`src/acc_defines.vh`:
```
// Constants for the converter clocking and conversion sequencer.
// Included by every design file of the block; definitions only.
`ifndef ACC_DEFINES_VH
`define ACC_DEFINES_VH

// Divider-select codes and their prescaling ratios
`define ACC_DIV_SEL_RESET  2'h3
`define ACC_DIV_CODE_2     2'h0
`define ACC_DIV_CODE_3     2'h1
`define ACC_DIV_CODE_4     2'h2
`define ACC_RATIO_2        6'h02
`define ACC_RATIO_3        6'h03
`define ACC_RATIO_4        6'h04
`define ACC_RATIO_32       6'h20

// Phase lengths in analog-internal clock periods
`define ACC_SYNC_TICKS     9'h001
`define ACC_SAMPLE_BASE    9'h002
`define ACC_WRITE_TICKS    9'h003

// Resolutions and widths
`define ACC_BITS_HI        4'ha
`define ACC_BITS_LO        4'h8
`define ACC_CHANNELS       8
`define ACC_RESULT_REGS    4
`define ACC_SOURCES        2

// Sequencer states
`define ACC_ST_IDLE        3'h0
`define ACC_ST_SYNC        3'h1
`define ACC_ST_SAMPLE      3'h2
`define ACC_ST_CONV        3'h3
`define ACC_ST_WRITE       3'h4

`endif

```
`src/acc_prescaler.v`:
```
// Prescaler that turns the module clock into one-cycle enable pulses,
// one per analog-internal clock period. Assumes restart is a same-clock
// strobe from the sequencer.
`timescale 1ns/1ns
`default_nettype none
`include "acc_defines.vh"

module acc_prescaler (
   input  wire       core_clk,
   input  wire       rst,
   input  wire       analog_enable,
   input  wire       restart,
   input  wire [1:0] conv_clock_div_sel,
   output wire       tick
);

   reg [5:0] count;

   function [5:0] ratio_of;
      input [1:0] sel;
      begin
         case (sel)
            `ACC_DIV_CODE_2: ratio_of = `ACC_RATIO_2;
            `ACC_DIV_CODE_3: ratio_of = `ACC_RATIO_3;
            `ACC_DIV_CODE_4: ratio_of = `ACC_RATIO_4;
            default:         ratio_of = `ACC_RATIO_32;
         endcase
      end
   endfunction

   assign tick = analog_enable & ~restart &
                 (count == ratio_of(conv_clock_div_sel) - 6'h01);

   always @(posedge core_clk) begin
      if (rst || !analog_enable || restart || tick) begin
         count <= 6'h00;
      end else begin
         count <= count + 6'h01;
      end
   end

endmodule
`default_nettype wire

```
`src/acc_result_store.v`:
```
// Four shared result registers with optional two-result accumulation and
// an unread flag per register. Assumes write and read strobes are
// one-cycle pulses on core_clk.
`timescale 1ns/1ns
`default_nettype none
`include "acc_defines.vh"

module acc_result_store (
   input  wire        core_clk,
   input  wire        rst,
   input  wire        wr,
   input  wire [1:0]  wr_sel,
   input  wire [9:0]  wr_data,
   input  wire [3:0]  accum_en,
   input  wire        rd_strobe,
   input  wire [1:0]  rd_sel,
   output reg  [10:0] rd_data,
   output reg  [3:0]  unread,
   output reg  [3:0]  result_irq
);

   reg [10:0] value [0:3];
   reg [3:0]  accum_half;
   integer    i;

   always @(posedge core_clk) begin
      if (rst) begin
         for (i = 0; i < 4; i = i + 1) begin
            value[i] <= 11'h000;
         end
         accum_half <= 4'h0;
         unread     <= 4'h0;
         result_irq <= 4'h0;
         rd_data    <= 11'h000;
      end else begin
         result_irq <= 4'h0;
         if (rd_strobe) begin
            rd_data        <= value[rd_sel];
            unread[rd_sel] <= 1'b0;
         end
         if (wr) begin
            // second result adds to the first
            if (accum_en[wr_sel] && accum_half[wr_sel]) begin
               value[wr_sel] <= value[wr_sel] + {1'b0, wr_data};
               accum_half[wr_sel] <= 1'b0;
            end else begin
               value[wr_sel] <= {1'b0, wr_data};
               accum_half[wr_sel] <= accum_en[wr_sel];
            end
            // A write in the same cycle as a read leaves the flag set
            unread[wr_sel] <= 1'b1;
            result_irq[wr_sel] <= 1'b1;
         end
      end
   end

endmodule
`default_nettype wire

```
`src/acc_conv_ctrl.v`:
```
// Conversion sequencer for a 10-bit successive-approximation converter:
// arbitration of two request sources, sync/sample/convert/write phases,
// status flags and interrupt pulses. Assumes the comparator output of the
// analog stage is produced on core_clk and is settled at each tick.
// A running conversion is cancelled only by dropping analog_enable: a higher-priority request
// waits for the idle state.
`timescale 1ns/1ns
`default_nettype none
`include "acc_defines.vh"

module acc_conv_ctrl (
   input  wire        core_clk,
   input  wire        rst,
   input  wire        analog_enable,
   input  wire [1:0]  conv_clock_div_sel,
   input  wire [7:0]  sample_time_ext,
   input  wire        res_8bit,
   input  wire        req_pend0,
   input  wire [2:0]  req_chan0,
   input  wire [1:0]  req_prio0,
   input  wire        req_pend1,
   input  wire [2:0]  req_chan1,
   input  wire [1:0]  req_prio1,
   input  wire [15:0] chan_result_ptr,
   input  wire [3:0]  accum_en,
   input  wire [3:0]  wait_for_read,
   input  wire        comp_in,
   input  wire        rd_strobe,
   input  wire [1:0]  rd_sel,
   output wire        req_ack0,
   output wire        req_ack1,
   output reg  [2:0]  mux_sel,
   output reg         sample_en,
   output wire [9:0]  sar_trial,
   output reg         busy,
   output reg         sample,
   output reg  [1:0]  src_irq,
   output reg  [7:0]  chan_irq,
   output wire [3:0]  result_irq,
   output wire [10:0] rd_data,
   output wire [3:0]  unread
);

   reg  [2:0] state;
   reg  [8:0] phase_cnt;
   reg  [9:0] sar_code;
   reg  [9:0] trial_bit;
   reg  [9:0] conv_value;
   reg        cur_src;
   reg  [1:0] cur_target;
   reg        store_wr;
   wire       tick;
   wire       start;
   wire       blocked0;
   wire       blocked1;
   wire       ok0;
   wire       ok1;
   wire       pick1;
   wire [1:0] tgt0;
   wire [1:0] tgt1;
   wire [9:0] last_bit;
   wire [8:0] sample_len;
   wire       store_to0;
   wire       store_to1;
   wire       sync_last;
   wire       sample_last;
   wire       write_last;
   wire       conv_last;

   function [1:0] target_of;
      input [15:0] ptr;
      input [2:0]  chan;
      begin
         target_of = ptr[{chan, 1'b0} +: 2];
      end
   endfunction

   // Phase counters run from zero; the last period is len - 1
   function last_period;
      input [8:0] cnt;
      input [8:0] len;
      begin
         last_period = (cnt == len - 9'h001);
      end
   endfunction

   // Start also restarts the prescaler, so sync is one full period
   // phase timing counts prescaler pulses
   acc_prescaler u_prescaler (
      .core_clk           (core_clk),
      .rst                (rst),
      .analog_enable      (analog_enable),
      .restart            (start),
      .conv_clock_div_sel (conv_clock_div_sel),
      .tick               (tick)
   );

   // Store writes land one cycle after the channel interrupt
   // results go to shared registers
   acc_result_store u_results (
      .core_clk   (core_clk),
      .rst        (rst),
      .wr         (store_wr),
      .wr_sel     (cur_target),
      .wr_data    (conv_value),
      .accum_en   (accum_en),
      .rd_strobe  (rd_strobe),
      .rd_sel     (rd_sel),
      .rd_data    (rd_data),
      .unread     (unread),
      .result_irq (result_irq)
   );

   assign tgt0 = target_of(chan_result_ptr, req_chan0);
   assign tgt1 = target_of(chan_result_ptr, req_chan1);

   // A result on its way into the store already counts as unread, or a
   // waiting request could slip in during the cycle of the write itself
   assign store_to0 = store_wr & (cur_target == tgt0);
   assign store_to1 = store_wr & (cur_target == tgt1);

   // hold requests whose target is unread and has its wait_for_read bit set
   assign blocked0 = wait_for_read[tgt0] & (unread[tgt0] | store_to0);
   assign blocked1 = wait_for_read[tgt1] & (unread[tgt1] | store_to1);

   assign ok0 = req_pend0 & ~blocked0;
   assign ok1 = req_pend1 & ~blocked1;

   // higher priority wins, tie to source 0
   assign pick1 = ok1 & (~ok0 | (req_prio1 > req_prio0));

   // no start while analog part is off
   assign start = analog_enable & (state == `ACC_ST_IDLE) & (ok0 | ok1);

   // Acks last only the start cycle; sources drop their request after it
   assign req_ack0 = start & ~pick1;
   assign req_ack1 = start & pick1;

   // Lowest bit weight tried: bit 2 for 8-bit, bit 0 for 10-bit
   // eight or ten bit approximation
   assign last_bit = res_8bit ? 10'h004 : 10'h001;

   // sample length common to all channels
   assign sample_len = `ACC_SAMPLE_BASE + {1'b0, sample_time_ext};

   // Phase ends, decoded once for the sequencer below
   assign sync_last   = last_period(phase_cnt, `ACC_SYNC_TICKS);
   assign sample_last = last_period(phase_cnt, sample_len);
   assign write_last  = last_period(phase_cnt, `ACC_WRITE_TICKS);
   assign conv_last   = (trial_bit == last_bit);

   // The analog stage compares against the kept bits plus the trial bit
   assign sar_trial = sar_code | trial_bit;

   // control, flags and interrupts on core_clk
   always @(posedge core_clk) begin
      if (rst) begin
         state      <= `ACC_ST_IDLE;
         phase_cnt  <= 9'h000;
         sar_code   <= 10'h000;
         trial_bit  <= 10'h000;
         conv_value <= 10'h000;
         cur_src    <= 1'b0;
         cur_target <= 2'h0;
         mux_sel    <= 3'h0;
         sample_en  <= 1'b0;
         busy       <= 1'b0;
         sample     <= 1'b0;
         src_irq    <= 2'h0;
         chan_irq   <= 8'h00;
         store_wr   <= 1'b0;
      end else begin
         src_irq  <= 2'h0;
         chan_irq <= 8'h00;
         store_wr <= 1'b0;
         if (!analog_enable && state != `ACC_ST_IDLE) begin
            // Disabling mid-conversion abandons it; no result is written
            // and the trial code returns to zero with the rest
            state     <= `ACC_ST_IDLE;
            busy      <= 1'b0;
            sample    <= 1'b0;
            sample_en <= 1'b0;
            trial_bit <= 10'h000;
            sar_code  <= 10'h000;
         end else begin
            case (state)
               `ACC_ST_IDLE: begin
                  if (start) begin
                     // busy and sample set on trigger
                     busy       <= 1'b1;
                     sample     <= 1'b1;
                     cur_src    <= pick1;
                     mux_sel    <= pick1 ? req_chan1 : req_chan0;
                     cur_target <= pick1 ? tgt1 : tgt0;
                     phase_cnt  <= 9'h000;
                     state      <= `ACC_ST_SYNC;
                  end
               end
               `ACC_ST_SYNC: begin
                  if (tick) begin
                     if (sync_last) begin
                        phase_cnt <= 9'h000;
                        sample_en <= 1'b1;
                        state     <= `ACC_ST_SAMPLE;
                     end else begin
                        phase_cnt <= phase_cnt + 9'h001;
                     end
                  end
               end
               `ACC_ST_SAMPLE: begin
                  if (tick) begin
                     // sample ends after 2 + ext periods
                     if (sample_last) begin
                        phase_cnt <= 9'h000;
                        sample_en <= 1'b0;
                        sample    <= 1'b0;
                        sar_code  <= 10'h000;
                        trial_bit <= 10'h200;
                        state     <= `ACC_ST_CONV;
                     end else begin
                        phase_cnt <= phase_cnt + 9'h001;
                     end
                  end
               end
               `ACC_ST_CONV: begin
                  if (tick) begin
                     // keep trial bit if comparator agrees
                     if (comp_in) begin
                        sar_code <= sar_code | trial_bit;
                     end
                     if (conv_last) begin
                        // n periods here give 1 + r(3+n+ext)
                        if (res_8bit) begin
                           conv_value <= {2'h0,
                              (sar_code[9:2] | {7'h00, comp_in})};
                        end else begin
                           conv_value <= sar_code | {9'h000, comp_in};
                        end
                        trial_bit <= 10'h000;
                        // Idle keeps the trial code at zero
                        sar_code  <= 10'h000;
                        busy      <= 1'b0;
                        src_irq   <= cur_src ? 2'h2 : 2'h1;
                        phase_cnt <= 9'h000;
                        state     <= `ACC_ST_WRITE;
                     end else begin
                        trial_bit <= trial_bit >> 1;
                     end
                  end
               end
               `ACC_ST_WRITE: begin
                  if (tick) begin
                     if (write_last) begin
                        chan_irq[mux_sel] <= 1'b1;
                        store_wr <= 1'b1;
                        state    <= `ACC_ST_IDLE;
                     end else begin
                        phase_cnt <= phase_cnt + 9'h001;
                     end
                  end
               end
               default: begin
                  state <= `ACC_ST_IDLE;
               end
            endcase
         end
      end
   end

endmodule
`default_nettype wire

```
`config.mk`:
```
export PLATFORM = sky130hd
export DESIGN_NAME = acc_conv_ctrl
export DESIGN_NICKNAME = d
export VERILOG_FILES = /design/src/acc_prescaler.v /design/src/acc_result_store.v /design/src/acc_conv_ctrl.v
export VERILOG_INCLUDE_DIRS = /design/src /design/src/src
export SDC_FILE = /design/constraint.sdc
export NUM_CORES = 1
export LEC_CHECK = 0
export ABC_CLOCK_PERIOD_IN_PS = 12000
export BUFFER_PORTS_ARGS = -buffer_cell sky130_fd_sc_hd__buf_2
export CAP_MARGIN = 20
export CELL_PAD_IN_SITES_DETAIL_PLACEMENT = 0
export CELL_PAD_IN_SITES_GLOBAL_PLACEMENT = 1
export CORE_UTILIZATION = 49
export CTS_BUF_LIST = sky130_fd_sc_hd__clkbuf_16
export DETAILED_ROUTE_END_ITERATION = 10
export HOLD_SLACK_MARGIN = 0.02
export PLACE_DENSITY_LB_ADDON = 0.1
export SYNTH_ARGS = -nofsm -noshare
export SYNTH_HDL_FRONTEND = slang
export SYNTH_SLANG_ARGS = --single-unit
```
`constraint.sdc`:
```
create_clock -name core_clk -period 12 [get_ports core_clk]
set_clock_uncertainty 0.15 [all_clocks]
set_input_delay 1.2 -clock core_clk [delete_from_list [all_inputs] [get_ports core_clk]]
set_output_delay 1.2 -clock core_clk [all_outputs]
set_load 0.01 [all_outputs]
```
==> results.md <==
- Status: finished, final reports clean
- Period minus WS final: 4.736 ns
- Layout fillers: 1,335
- Vias in the first global route: 5,970
- I/O Buffers: 100
- CTS Hold Buffers Added: 0
- DR pass1 iterations: 5
- IO Pins: 101
- Die Footprint: 16,010 um^2
- Final HPWL DP: 13,600 um
- CTS Sinks: 137
- Die Ht: 126.6 um
- H-tree depth: 4
- M1 WL: 8438 um
- Syn Inst Count: 756
- ANT cells: 0
- Clk root buf: clkbuf_16
- Clk slew on worst S/H paths: 0.06 ns
- Met2 wire len: 9139 um
- First-pass GRT wire length: 30,680 um
- # setup viols final: 0
- Highest metal used: met4
- Leak Pwr: 3.488 nW
- Peak VDD IR: 0.0001022 V
- Syn Std Cell Area: 7601 um^2
- Core Footprint: 15,150 um^2
- FF+latch count, synth: 137
- Area growth syn-to-layout: 15.26%
- Ys flop type: dfxtp_1
- Ys async rst share: 0
- Die extent in x: 126.6 um
- Hold Crit Class: flip-flop to flip-flop
- Sequential-to-total area share from yosys stat: 0.4188
- Final Max Slew Viols: 0
- Critical path data arrival time: 3.39 ns
- Total CTS buffers: 17
- Final Hold Fails: 0
- Buffers & Inverters on Critical Path: 3
- Post-CTS Setup Repair Bufs: 0
- CP max-delay cell: mux4_1
- Pwr Total: 1.326 mW
- Worst Tran Pin Value: 0.9133 ns
- Final nets: 909
- Routability cong.: 0.8504
- GRT overflow: 0
- WL met3: 992 um
- Maxcap violations: 0
- Max Freq: 211.2 MHz
- CTS tree: built
- Pin count of the biggest net entering global routing: 32
- Post-Syn Nets: 828
- Drt wl/cell: 18.17 um
- Maximum fanout along the worst path: 12
- Starting DRT DRC Count: 406
- Crit-path cells: buf_2 > mux4_1 > mux2i_4 > mux2_2 > o2bb2ai_2 > o211a_1 > nand2_1 > inv_1 > buf_2
- Initial Utilization: 0.5019
- Final Routed Wirelength: 18,860 um
- Row count: 45
- DR vias: 6,202
- Netlist cell types: 74
- DR vias/cell: 5.975
- Final period util: 0.3946
- CP Capture Type: output pin
- Most used cell, CP: buf_2
- Share of cells above drive strength 1: 0.2424
- Pwr/cell area: 151.4 nW/um^2
- Relative slew slack: 0.3897
- Crit-path max cell delay: 0.61 ns
- RSZ-0062 raised after global routing: no
- Synthesized area per cell: 10.05 um^2
- Initial antenna violation count: 0
- Post-route DRC violation count: 0
- Critical path's top delay family: multiplexers
- Post_cts resized: 0
- Post-route ant nets: 0
- WP data required: 10.65 ns
- Setup TNS: 0 ns
- Worst skew pair latency: 0.42 ns
- GRT Total Usage: 0.2469
- Post-synth EDFFs: 44
- Synth warn: 0
- Startpoint types: primary input
- Crit Path Class: primary input to output pin
- Worst-case clock buffer depth: 2
[metrics by stage]
| stage | cells | worst slack (ns) | util | area, um^2 | hold WS (ns) |
|---|---|---|---|---|---|
| 2_1_floorplan | 756 | 7.612 | - | 7601 | 0.2650 |
| 3_3_place_gp | 1005 | 7.323 | 0.5406 | 8188 | 0.2984 |
| 3_5_place_dp | 1006 | 7.267 | 0.5411 | 8195 | 0.3032 |
| 4_1_cts | 1038 | 7.259 | 0.5784 | 8761 | 0.3176 |
| 5_1_grt | 1038 | 7.170 | 0.5784 | 8761 | 0.3411 |
| 6_report | 1038 | 7.264 | 0.5784 | 8761 | 0.3110 |
[routing by layer]
metal,vias up,GRT usage
met1,2977,0.3251
met2,199,0.4079
met3,24,0.04977
li1,3002,-
met4,0,0.08150
met5,-,0
[flip-flops by register name (all words and copies together), names as in the netlist, 2 cells and up, named ones only]
signal,flops
u_results.accum_half,4
trial_bit,10
u_results.value,44
u_results.result_irq,4
sar_code,10
chan_irq,8
phase_cnt,9
u_results.rd_data,11
u_prescaler.count,6
state,3
u_results.unread,4
mux_sel,3
conv_value,10
cur_target,2
src_irq,2
[synth_stat cells (all sizes together) (6+ instances only)]
master / instances / area share
a211oi: 12 / 0.013
a21o: 6 / 0.0059
a21oi: 23 / 0.015
a31oi: 8 / 0.0066
a41oi: 11 / 0.013
and2: 8 / 0.0066
and3: 8 / 0.0066
buf: 10 / 0.0067
clkbuf: 32 / 0.016
dfxtp: 93 / 0.24
edfxtp: 44 / 0.17
ha: 17 / 0.028
inv: 39 / 0.019
mux2i: 33 / 0.047
mux4: 32 / 0.098
nand2: 45 / 0.022
nand2b: 9 / 0.0074
nand3: 18 / 0.012
nand4: 8 / 0.0066
nor2: 84 / 0.041
nor2b: 7 / 0.0058
nor3: 30 / 0.021
nor4: 10 / 0.011
o211ai: 15 / 0.015
o21ai: 34 / 0.022
or2: 20 / 0.016
xnor2: 12 / 0.014
[cell type report]
type                            count  area [um^2]  area share
Clock buffer                       19        475.5     0.05427
Inverter                           39        146.4     0.01671
Timing Repair Buffer              104        530.5     0.06055
Tap cell                          188        235.2     0.02685
Clock inverter                     13        90.09     0.01028
Sequential cell                   137         3183      0.3633
Multi-Input combinational cell    538         4100      0.4680
[worst paths after layout]
| path | start | to | slack, ns | cells after the start |
|---|---|---|---|---|
| setup reg to reg | flip-flop | u_results.value[0][10] | 7.61 | 10 |
| hold reg to reg | sample_en | sample_en | 0.31 | 1 |
| setup / recovery | req_chan1[1] | req_ack1 | 7.26 | 9 |
| hold / removal | sample_en | sample_en | 0.31 | 1 |
[worst reg2reg max path: stages, from the launching register on]
cell	delay [ns]
dfxtp_1	0.85
mux4_2	0.60
ha_1	0.22
fa_1	0.41
a21o_1	0.18
a21oi_1	0.23
o21bai_1	0.12
a2111oi_0	0.71
o31ai_1	0.21
xnor2_1	0.33
nor4_1	0.10
[cell usage in the layout (no fill, tap or decap), drive strengths merged, types with 6 or more instances in the layout]
| master | Yosys | final |
|---|---|---|
| buf | 10 | 104 |
| dfxtp | 93 | 93 |
| nor2 | 84 | 84 |
| nand2 | 45 | 45 |
| inv | 39 | 45 |
| edfxtp | 44 | 44 |
| o21ai | 34 | 34 |
| mux2i | 33 | 33 |
| mux4 | 32 | 32 |
| nor3 | 30 | 30 |
| a21oi | 23 | 23 |
| or2 | 20 | 20 |
| clkbuf | 32 | 19 |
| nand3 | 18 | 18 |
| ha | 17 | 17 |
| o211ai | 15 | 15 |
| xnor2 | 12 | 12 |
| a211oi | 12 | 12 |
| a41oi | 11 | 11 |
| nor4 | 10 | 10 |
| nand2b | 9 | 9 |
| and2 | 8 | 8 |
| a31oi | 8 | 8 |
| and3 | 8 | 8 |
| nand4 | 8 | 8 |
| nor2b | 7 | 7 |
| a21o | 6 | 6 |
[kinds of logic (layout without fill, tap and decap cells)]
family | count (synthesis) | in the layout | share of synthesized area
buffers and inverters | 81 | 175 | 0.04181
DFF | 137 | 137 | 0.4188
and+or+nand+nor | 278 | 278 | 0.1898
AOI/OAI and AO/OA | 158 | 158 | 0.1514
adders and majority gates | 18 | 18 | 0.03062
xor gates and xnor gates | 17 | 17 | 0.01959
muxes | 67 | 67 | 0.1480
[power breakdown]
| group | internal (mW) | leakage [nW] | total [mW] | switching (mW) |
|---|---|---|---|---|
| logic | 0.120 | 2.04 | 0.288 | 0.168 |
| registers | 0.503 | 1.17 | 0.543 | 0.0397 |
| clock network | 0.289 | 0.276 | 0.495 | 0.207 |
Power figures use the tool's default switching activity.
